## config.mk

```make
export PLATFORM = sky130hd
export DESIGN_NAME = scc_speed_select
export DESIGN_NICKNAME = d
export VERILOG_FILES = /design/src/hdl/scc_pkg.sv /design/src/hdl/scc_speed_select.sv
export SDC_FILE = /design/constraint.sdc
export NUM_CORES = 1
export LEC_CHECK = 0
export ABC_AREA = 1
export BUFFER_PORTS_ARGS = -buffer_cell sky130_fd_sc_hd__buf_2
export CAP_MARGIN = 10
export CORE_MARGIN = 4
export CORE_UTILIZATION = 55
export DETAILED_ROUTE_END_ITERATION = 16
export PLACE_DENSITY = 0.75
export SLEW_MARGIN = 10
export SYNTH_ARGS = -nofsm -noshare
export SYNTH_HDL_FRONTEND = slang
export SYNTH_SLANG_ARGS = --single-unit
export TNS_END_PERCENT = 5
```

## constraint.sdc

```tcl
create_clock -name clock_in -period 2.28 [get_ports clock_in]
set_input_delay 0.228 -clock clock_in [delete_from_list [all_inputs] [get_ports clock_in]]
set_output_delay 0.228 -clock clock_in [all_outputs]
set_load 0.01 [all_outputs]
```

## src/hdl/scc_pkg.sv

```systemverilog
package scc_pkg;
    // Sizes
    localparam int NUM_DI = 9;
    localparam int CODE_W = 16;
    localparam int SPD_W  = 17;
    localparam int MODE_W = 4;
    localparam int DATA_W = 32;
    localparam int ADDR_W = 8;
    localparam int INT_W  = 5;

    // Control mode value for speed control
    localparam logic [MODE_W-1:0] MODE_SPEED = 4'h2;

    // Function code layout: polarity byte over function byte
    localparam int FN_LSB  = 0;
    localparam int FN_MSB  = 7;
    localparam int POL_LSB = 8;
    localparam int POL_MSB = 15;
    localparam logic [7:0] POL_NC = 8'h00;
    localparam logic [7:0] POL_NO = 8'h01;
    localparam logic [7:0] FN_ENABLE  = 8'h01;
    localparam logic [7:0] FN_ALM_CLR = 8'h02;
    localparam logic [7:0] FN_TORQUE  = 8'h09;
    localparam logic [7:0] FN_SEL_LO  = 8'h14;
    localparam logic [7:0] FN_SEL_HI  = 8'h15;
    localparam logic [7:0] FN_EMG     = 8'h21;
    localparam logic [7:0] FN_REV_LIM = 8'h22;
    localparam logic [7:0] FN_FWD_LIM = 8'h23;
    localparam logic [CODE_W-1:0] CODE_OFF = 16'h0000;

    // Power-up function codes, input 1 first
    localparam logic [CODE_W-1:0] DI_DEFAULT [NUM_DI] = '{
        16'h0101, 16'h0109, 16'h0114, 16'h0115, 16'h0102,
        16'h0022, 16'h0023, 16'h0021, 16'h0000};
    localparam logic [SPD_W-1:0] SPD_RESET = 17'h00000;

    // Register byte addresses
    localparam logic [ADDR_W-1:0] ADDR_SPD_BASE = 8'h04;
    localparam logic [ADDR_W-1:0] ADDR_FC_BASE  = 8'h10;
    localparam logic [ADDR_W-1:0] ADDR_STATUS   = 8'h34;
    localparam logic [ADDR_W-1:0] ADDR_INT_STAT = 8'h38;
    localparam logic [ADDR_W-1:0] ADDR_INT_MASK = 8'h3c;
    localparam logic [ADDR_W-1:0] ADDR_CMD      = 8'h40;
    localparam logic [ADDR_W-1:0] ADDR_STEP     = 8'h04;

    // Interrupt bits
    localparam int INT_SEL     = 0;
    localparam int INT_ALM_SET = 1;
    localparam int INT_ALM_CLR = 2;
    localparam int INT_RANGE   = 3;
    localparam int INT_DRIVE   = 4;

    // Status bits
    localparam int ST_IDX_LSB  = 0;
    localparam int ST_DRIVE    = 2;
    localparam int ST_ALARM    = 3;
    localparam int ST_EMG      = 4;
    localparam int ST_REV      = 5;
    localparam int ST_FWD      = 6;
    localparam int ST_TORQUE   = 7;
    localparam int ST_MODE_LSB = 8;

    // Speed command sources
    typedef enum logic [1:0] {
        SRC_ANALOG       = 2'b00,
        SRC_STORED_ONE   = 2'b01,
        SRC_STORED_TWO   = 2'b10,
        SRC_STORED_THREE = 2'b11
    } scc_src_t;

    // Decoded input functions
    typedef struct packed {
        logic enable;
        logic alarm_clr;
        logic torque;
        logic sel_lo;
        logic sel_hi;
        logic emg;
        logic rev_lim;
        logic fwd_lim;
    } scc_func_t;
endpackage : scc_pkg

```

## src/hdl/scc_speed_select.sv

```systemverilog
// Register access over APB and the address map were chosen for this implementation.
`timescale 1ns/1ps
module scc_speed_select #(
    parameter int NUM_INPUTS  = scc_pkg::NUM_DI,
    parameter int SPEED_LIMIT = 50000
) (
    input  wire logic                       clock_in,
    input  wire logic                       rst_b_in,
    input  wire logic                       psel_in,
    input  wire logic                       penable_in,
    input  wire logic                       pwrite_in,
    input  wire logic [scc_pkg::ADDR_W-1:0] paddr_in,
    input  wire logic [scc_pkg::DATA_W-1:0] pwdata_in,
    output logic      [scc_pkg::DATA_W-1:0] prdata_out,
    output logic                            pready_out,
    output logic                            pslverr_out,
    input  wire logic [NUM_INPUTS-1:0]      din_in,
    input  wire logic signed [scc_pkg::SPD_W-1:0] analog_speed_in,
    input  wire logic [scc_pkg::MODE_W-1:0] mode_nv_in,
    input  wire logic                       alarm_set_in,
    output logic signed [scc_pkg::SPD_W-1:0] speed_cmd_out,
    output logic      [1:0]                 speed_index_out,
    output logic                            drive_on_out,
    output logic                            ccw_out,
    output logic                            torque_limit_out,
    output logic                            alarm_latched_out,
    output logic                            emergency_out,
    output logic                            fwd_limit_out,
    output logic                            rev_limit_out,
    output logic                            irq_out
);
    localparam int SW = scc_pkg::SPD_W;

    // Map holds one to nine code words; speed must fit the signed field
    if (NUM_INPUTS < 1 || NUM_INPUTS > scc_pkg::NUM_DI)
        $error("NUM_INPUTS out of range");
    if (SPEED_LIMIT < 1 || SPEED_LIMIT >= (1 << (SW - 1)))
        $error("SPEED_LIMIT does not fit the speed field");

    logic [NUM_INPUTS-1:0]       sync1_reg;
    logic [NUM_INPUTS-1:0]       sync2_reg;
    logic [NUM_INPUTS-1:0]       act;
    logic [scc_pkg::CODE_W-1:0]  code_reg [NUM_INPUTS];
    logic signed [SW-1:0]        spd_reg [3];
    scc_pkg::scc_func_t          func_next;
    scc_pkg::scc_func_t          func_reg;
    scc_pkg::scc_src_t           src;
    logic [scc_pkg::MODE_W-1:0]  mode_reg;
    logic                        started_reg;
    logic                        alarm_reg;
    logic                        drive_next;
    logic                        drive_reg;
    logic signed [SW-1:0]        sel_speed;
    logic signed [SW-1:0]        cmd_next;
    logic signed [SW-1:0]        cmd_reg;
    logic [1:0]                  idx_reg;
    logic                        ccw_reg;
    logic [scc_pkg::INT_W-1:0]   int_stat_reg;
    logic [scc_pkg::INT_W-1:0]   int_mask_reg;
    logic [scc_pkg::INT_W-1:0]   ev;
    logic                        irq_reg;
    logic [scc_pkg::DATA_W-1:0]  rdata;
    logic                        hit;
    logic                        setup;
    logic                        wr;
    logic [scc_pkg::DATA_W-1:0]  prdata_reg;
    logic                        pready_reg;
    logic                        pslverr_reg;
    logic                        range_bad;
    logic [1:0]                  spd_sel;
    logic                        spd_hit;
    logic                        speed_mode;

    // Two flops per pin; only the second stage feeds decode
    genvar gi;
    generate
        for (gi = 0; gi < NUM_INPUTS; gi++) begin : g_in
            always_ff @(posedge clock_in or negedge rst_b_in) begin
                if (!rst_b_in) begin
                    sync1_reg[gi] <= 1'b0;
                    sync2_reg[gi] <= 1'b0;
                end else begin
                    sync1_reg[gi] <= din_in[gi];
                    sync2_reg[gi] <= sync1_reg[gi];
                end
            end
            // Normally-open acts on high, anything else on low
            assign act[gi] =
                (code_reg[gi][scc_pkg::POL_MSB:scc_pkg::POL_LSB]
                 == scc_pkg::POL_NO) ? sync2_reg[gi]
                                     : !sync2_reg[gi];
        end
    endgenerate

    // Function decode; several inputs on one function are ORed
    always_comb begin
        func_next = '0;
        for (int i = 0; i < NUM_INPUTS; i++) begin
            if (code_reg[i] != scc_pkg::CODE_OFF && act[i]) begin
                case (code_reg[i][scc_pkg::FN_MSB:scc_pkg::FN_LSB])
                    scc_pkg::FN_ENABLE:  func_next.enable    = 1'b1;
                    scc_pkg::FN_ALM_CLR: func_next.alarm_clr = 1'b1;
                    scc_pkg::FN_TORQUE:  func_next.torque    = 1'b1;
                    scc_pkg::FN_SEL_LO:  func_next.sel_lo    = 1'b1;
                    scc_pkg::FN_SEL_HI:  func_next.sel_hi    = 1'b1;
                    scc_pkg::FN_EMG:     func_next.emg       = 1'b1;
                    scc_pkg::FN_REV_LIM: func_next.rev_lim   = 1'b1;
                    scc_pkg::FN_FWD_LIM: func_next.fwd_lim   = 1'b1;
                    default: ;
                endcase
            end
        end
    end

    always_ff @(posedge clock_in or negedge rst_b_in) begin
        if (!rst_b_in)
            func_reg <= '0;
        else
            func_reg <= func_next;
    end

    // Mode is sampled once after release; later changes need reset
    always_ff @(posedge clock_in or negedge rst_b_in) begin
        if (!rst_b_in) begin
            mode_reg    <= '0;
            started_reg <= 1'b0;
        end else if (!started_reg) begin
            mode_reg    <= mode_nv_in;
            started_reg <= 1'b1;
        end
    end
    assign speed_mode = started_reg && (mode_reg == scc_pkg::MODE_SPEED);

    // Latched alarm; a new alarm beats a clear in the same cycle
    always_ff @(posedge clock_in or negedge rst_b_in) begin
        if (!rst_b_in)
            alarm_reg <= 1'b0;
        else if (alarm_set_in)
            alarm_reg <= 1'b1;
        else if (func_reg.alarm_clr)
            alarm_reg <= 1'b0;
    end

    // Source pick from the select pair
    assign src = scc_pkg::scc_src_t'({func_reg.sel_hi,
                                      func_reg.sel_lo});
    always_comb begin
        case (src)
            scc_pkg::SRC_ANALOG:       sel_speed = analog_speed_in;
            scc_pkg::SRC_STORED_ONE:   sel_speed = spd_reg[0];
            scc_pkg::SRC_STORED_TWO:   sel_speed = spd_reg[1];
            scc_pkg::SRC_STORED_THREE: sel_speed = spd_reg[2];
            default:                   sel_speed = '0;
        endcase
    end

    // Drive runs on the enable level in speed mode unless halted or in alarm
    assign drive_next = func_reg.enable && speed_mode
                        && !func_reg.emg && !alarm_reg;

    // A limit only blocks travel toward it; counts stay 0.1 r/min
    always_comb begin
        cmd_next = sel_speed;
        if (!drive_next)
            cmd_next = '0;
        else if (func_reg.fwd_lim && sel_speed > 0)
            cmd_next = '0;
        else if (func_reg.rev_lim && sel_speed < 0)
            cmd_next = '0;
    end

    // Command and index move together on one edge, every cycle
    always_ff @(posedge clock_in or negedge rst_b_in) begin
        if (!rst_b_in) begin
            cmd_reg   <= '0;
            idx_reg   <= '0;
            ccw_reg   <= 1'b0;
            drive_reg <= 1'b0;
        end else begin
            cmd_reg   <= cmd_next;
            idx_reg   <= src;
            ccw_reg   <= (cmd_next < 0);
            drive_reg <= drive_next;
        end
    end

    // Bus phases; answer always comes in the first access cycle
    assign setup = psel_in && !penable_in;
    assign wr    = psel_in && penable_in && pready_reg && pwrite_in;
    assign spd_sel = 2'((paddr_in - scc_pkg::ADDR_SPD_BASE) >> 2);
    assign spd_hit = paddr_in >= scc_pkg::ADDR_SPD_BASE
                     && paddr_in < scc_pkg::ADDR_FC_BASE;
    assign range_bad = ($signed(pwdata_in) > SPEED_LIMIT)
                       || ($signed(pwdata_in) < -SPEED_LIMIT);

    // Read mux and address decode
    always_comb begin
        rdata = '0;
        hit   = 1'b1;
        if (spd_hit) begin
            rdata = 32'($signed(spd_reg[spd_sel]));
        end else if (paddr_in == scc_pkg::ADDR_STATUS) begin
            rdata[scc_pkg::ST_IDX_LSB +: 2] = idx_reg;
            rdata[scc_pkg::ST_DRIVE]  = drive_reg;
            rdata[scc_pkg::ST_ALARM]  = alarm_reg;
            rdata[scc_pkg::ST_EMG]    = func_reg.emg;
            rdata[scc_pkg::ST_REV]    = func_reg.rev_lim;
            rdata[scc_pkg::ST_FWD]    = func_reg.fwd_lim;
            rdata[scc_pkg::ST_TORQUE] = func_reg.torque;
            rdata[scc_pkg::ST_MODE_LSB +: scc_pkg::MODE_W] = mode_reg;
        end else if (paddr_in == scc_pkg::ADDR_INT_STAT) begin
            rdata[scc_pkg::INT_W-1:0] = int_stat_reg;
        end else if (paddr_in == scc_pkg::ADDR_INT_MASK) begin
            rdata[scc_pkg::INT_W-1:0] = int_mask_reg;
        end else if (paddr_in == scc_pkg::ADDR_CMD) begin
            rdata = 32'($signed(cmd_reg));
        end else begin
            hit = 1'b0;
            for (int i = 0; i < NUM_INPUTS; i++) begin
                if (paddr_in == scc_pkg::ADDR_FC_BASE
                    + 8'(i * scc_pkg::ADDR_STEP)) begin
                    rdata[scc_pkg::CODE_W-1:0] = code_reg[i];
                    hit = 1'b1;
                end
            end
        end
    end

    always_ff @(posedge clock_in or negedge rst_b_in) begin
        if (!rst_b_in) begin
            pready_reg  <= 1'b0;
            pslverr_reg <= 1'b0;
            prdata_reg  <= '0;
        end else begin
            pready_reg  <= setup;
            pslverr_reg <= setup && !hit;
            prdata_reg  <= setup ? rdata : '0;
        end
    end

    // Stored speeds; out-of-range writes are dropped and flagged
    always_ff @(posedge clock_in or negedge rst_b_in) begin
        if (!rst_b_in) begin
            for (int k = 0; k < 3; k++)
                spd_reg[k] <= scc_pkg::SPD_RESET;
        end else if (wr && spd_hit && !range_bad) begin
            spd_reg[spd_sel] <= pwdata_in[SW-1:0];
        end
    end

    // Function codes; defaults keep the limits and halt armed
    always_ff @(posedge clock_in or negedge rst_b_in) begin
        if (!rst_b_in) begin
            for (int k = 0; k < NUM_INPUTS; k++)
                code_reg[k] <= scc_pkg::DI_DEFAULT[k];
        end else if (wr) begin
            for (int k = 0; k < NUM_INPUTS; k++)
                if (paddr_in == scc_pkg::ADDR_FC_BASE
                    + 8'(k * scc_pkg::ADDR_STEP))
                    code_reg[k] <= pwdata_in[scc_pkg::CODE_W-1:0];
        end
    end

    // Events for the sticky status
    always_comb begin
        ev = '0;
        ev[scc_pkg::INT_SEL]     = drive_next && (src != idx_reg);
        ev[scc_pkg::INT_ALM_SET] = alarm_set_in && !alarm_reg;
        ev[scc_pkg::INT_ALM_CLR] = alarm_reg && func_reg.alarm_clr
                                   && !alarm_set_in;
        ev[scc_pkg::INT_RANGE]   = wr && spd_hit && range_bad;
        ev[scc_pkg::INT_DRIVE]   = drive_next != drive_reg;
    end

    // Write one clears; a new event in that cycle survives
    always_ff @(posedge clock_in or negedge rst_b_in) begin
        if (!rst_b_in) begin
            int_stat_reg <= '0;
            int_mask_reg <= '0;
        end else begin
            if (wr && paddr_in == scc_pkg::ADDR_INT_STAT)
                int_stat_reg <= (int_stat_reg
                    & ~pwdata_in[scc_pkg::INT_W-1:0]) | ev;
            else
                int_stat_reg <= int_stat_reg | ev;
            if (wr && paddr_in == scc_pkg::ADDR_INT_MASK)
                int_mask_reg <= pwdata_in[scc_pkg::INT_W-1:0];
        end
    end

    // One cycle behind status, to keep the pin on a flop
    always_ff @(posedge clock_in or negedge rst_b_in) begin
        if (!rst_b_in)
            irq_reg <= 1'b0;
        else
            irq_reg <= |(int_stat_reg & int_mask_reg);
    end

    assign prdata_out        = prdata_reg;
    assign pready_out        = pready_reg;
    assign pslverr_out       = pslverr_reg;
    assign speed_cmd_out     = cmd_reg;
    assign speed_index_out   = idx_reg;
    assign drive_on_out      = drive_reg;
    assign ccw_out           = ccw_reg;
    assign torque_limit_out  = func_reg.torque;
    assign alarm_latched_out = alarm_reg;
    assign emergency_out     = func_reg.emg;
    assign fwd_limit_out     = func_reg.fwd_lim;
    assign rev_limit_out     = func_reg.rev_lim;
    assign irq_out           = irq_reg;

    logic go;
    logic all_off;
    assign go = drive_next && !func_reg.fwd_lim && !func_reg.rev_lim;
    always_comb begin
        all_off = 1'b1;
        for (int i = 0; i < NUM_INPUTS; i++)
            if (code_reg[i] != scc_pkg::CODE_OFF)
                all_off = 1'b0;
    end

    // No input carries the low select function any more
    logic lo_unmapped;
    always_comb begin
        lo_unmapped = 1'b1;
        for (int i = 0; i < NUM_INPUTS; i++)
            if (code_reg[i][scc_pkg::FN_MSB:scc_pkg::FN_LSB]
                == scc_pkg::FN_SEL_LO)
                lo_unmapped = 1'b0;
    end
endmodule : scc_speed_select

```

==> impl_results.md <==
- P_sw: 2.69 mW
- FP Rows: a little under 60
- Status: finished, final reports clean
- Post-Syn Area: 14800 sq um
- Clk pin slew, worst setup/hold paths: about 0.06 ns
- CTS Buffer Depth: 3
- H-tree levels: 1
- Clk Latency, worst-skew pair: a little under 0.6 ns
- Nets: 2266
- Avg Vias per Cell: about 6
- DRC: 0
- Synth area leader: dfrtp_1
- Layout cells sized above 1: 18.2%
- First-pass detailed-route iteration total: 6
- Setup TNS: 0 ns
- Worst Clk Skew: 0.0360 ns
- Max FO, Critical Path: 4
- Final std cells w/o fill: roughly 2500
- Leak pwr: 8.56 nW
- Fmax: ~0.46 GHz
- Async S/R FF share, synth: between 90% and 100%
- Clk root buf: clkbuf_16
- Predominant post-synthesis flop cell: dfrtp_1
- Dominant cell by count in the synthesized netlist: nand2_1
- TritonCTS buffer count: 30
- Initial Utilization: 56.3%
- Final Worst Setup Slack: 0.129 ns
- ANT nets after route: 0
- Hold_ws: between 0.02 and 0.025 ns
- Post-Synthesis Mean Instance Area: 7.47 sq um
- Multi-input logic area: approximately 6700 sq um
- Total die area: a little under 30000 sq um
- PortBufs: between 100 and 150
- Number of instances in the placed design: ~2500
- Post-CTS Setup Bufs: 0
- Post-synth EDFFs: 0
- Gate power share: 6.6%
- Worst Hold Class: input pin to flip-flop
- Tcrit/Tclk final: between 90% and 100%
- Design area: 17800 sq um
- Number of I/O pins: roughly 140
- Initial DRC Count: about 1600
- Core Util, Final: between 60% and 70%
- Final Hold Viols: 0
- Yosys reg bits: about 280
- Grt ovf: 0
- Area growth, synth to finish: 20.5%
- DIE WIDTH: between 150 and 200 um
- DR top layer: met4
- Core footprint: around 26000 sq um
- Met3 WL post-DR: about 6.4 mm
- Post-DP Area: approximately 17000 sq um
- Worst-Margin Slew: 0.697 ns
- Post-Route M1 WL: roughly 22 mm
- Hpwl dp: just over 40 mm
- Top-area cell type share of the netlist area: 43.3%
- Max-Cap Viols: 0
- Commonest cells post-synth: nand2_1, o21ai_0, dfrtp_1
- Worst EP arrival: 2.53 ns
- Die height: 172 um
- Largest register FFs: 144
- Syn nets: 2062
- P_int: about 8.3 mW
- Kind of critical path: flip-flop to flip-flop
- Final wirelength: ~56 mm
- Endpoints failing setup: 0
- # clock sinks: between 200 and 300
- Top cells by area, synth: dfrtp_1, nand2_1, o21ai_0
- Met2 wire len: 23.8 mm
- Register area share after synthesis: 47.0%
- Global-route wire length before repair: approximately 83 mm
- Register area: 6960 sq um
- Total power: ~11 mW
- Largest net degree at the start of global routing: between 70 and 80
- CTS tree: done
- Worst EP required: 2.66 ns
- Sw frac: 24.4%
- Reg power frac: a little under half
- Clock power frac: between 40% and 50%
- Vias in the first global route: between 10000 and 15000
- Syn Inst Count: between 1500 and 2000
- RePlAce Congestion: slightly below 1
- Initial antenna violation count: 3
- VDD IR max: just over 0.0006 V
- Power Density: between 600 and 700 nW/um^2
- Pre-CTS WS: -0.162 ns
- RSZ-0062 raised after global routing: true
- Max_slew headroom: between 50 and 60%
- Synth cell types: 52
- DR vias: between 15000 and 20000
- GRT Overall Usage: between 30% and 40%
- Nature of the critical path startpoint: flip-flop
- Avg WL per Cell: between 20 and 25 um
- Slew Limit Fails: 0
- CP Capture Type: flip-flop
- Minimum clock period: 2.15 ns
- Synth warn: 0
- Fill cell count: about 2300
==> logic make-up (layout without fill, tap and decap cells) <==
group	after synthesis	after routing	share of synthesized area, %
AND/OR/NAND/NOR	965	965	28.0
flip-flops	277	277	47.0
AO/OA/AOI/OAI	428	428	15.7
buffers and inverters	295	523	8.24
multiplexers	1	1	0.0761
adder cells (fa/ha/maj)	6	6	0.507
XOR/XNOR	7	7	0.414
other	1	3	0.0253
==> worst paths after layout <==
path	cells after the start	endpoint	slack (ns)	from
max	9	rev_limit_out$_DFF_PN0_	0.13	code_reg[26]$_DFFE_PN0P_
min	3	int_stat_reg[3]$_DFF_PN0_	0.02	psel_in
max reg2reg	9	rev_limit_out$_DFF_PN0_	0.13	code_reg[26]$_DFFE_PN0P_
min reg2reg	0	sync2_reg[3]$_DFF_PN0_	0.35	sync1_reg[3]$_DFF_PN0_
max in group asynchronous	3	code_reg[104]$_DFFE_PN1P_	1.25	rst_b_in
min in group asynchronous	2	code_reg[40]$_DFFE_PN0P_	0.26	rst_b_in
==> what timing repair did <==
item	4_1_cts	5_1_grt
hold endpoints to repair	74	0
setup endpoints to repair	0	20
gates resized for setup	0	12
hold buffers	16	0
==> layer usage <==
layer | up-vias | global-route usage (%)
li1 | 6944 | -
met1 | 7185 | 52.1
met2 | 890 | 55.5
met3 | 192 | 9.69
met4 | 0 | 16.3
met5 | - | 0
==> cell usage in the layout (no fill, tap or decap), types with 9 or more instances in the layout <==
master,count
dlygate4sd3_1,16
nor2_2,15
o21ai_0,277
inv_1,171
dfrtp_1,255
nand2_1,546
or2_2,9
nor2_1,168
buf_2,135
nor3_1,55
o211ai_1,19
clkbuf_16,30
nand3_1,79
dfstp_2,21
buf_4,115
nand4_1,42
inv_2,11
a31oi_1,10
nor4_1,20
o21ai_1,25
buf_12,15
a21oi_1,58
==> worst max-delay path: stages (launching register included) <==
cell	delay, ns
dfrtp_1	0.42
or2_2	0.32
nor4_1	0.28
nand4_1	0.12
nand2_1	0.18
inv_1	0.10
nand2_1	0.15
o22ai_1	0.11
nor2_1	0.12
nand3b_1	0.18
==> cell type report <==
type / instances / share of cell area, %
Inverter: 185 / 3.91
Multi-Input combinational cell: 1408 / 37.4
Clock inverter: 19 / 1.43
Timing Repair Buffer: 282 / 11.3
Sequential cell: 277 / 39.0
Clock buffer: 37 / 4.58
Tap cell: 335 / 2.35
Antenna cell: 2 / 0.0281
==> power by group through the flow <==
stage / logic (mW) / clock network, mW / registers (mW)
after floorplan: 0.241 / 0 / 5.07
after global placement: 0.673 / 0 / 5.08
after detailed placement: 0.682 / 0 / 5.08
after CTS: 0.707 / 5.30 / 4.99
after global routing: 0.776 / 5.51 / 5.00
final: 0.724 / 5.29 / 5.00
Power figures use the tool's default switching activity.
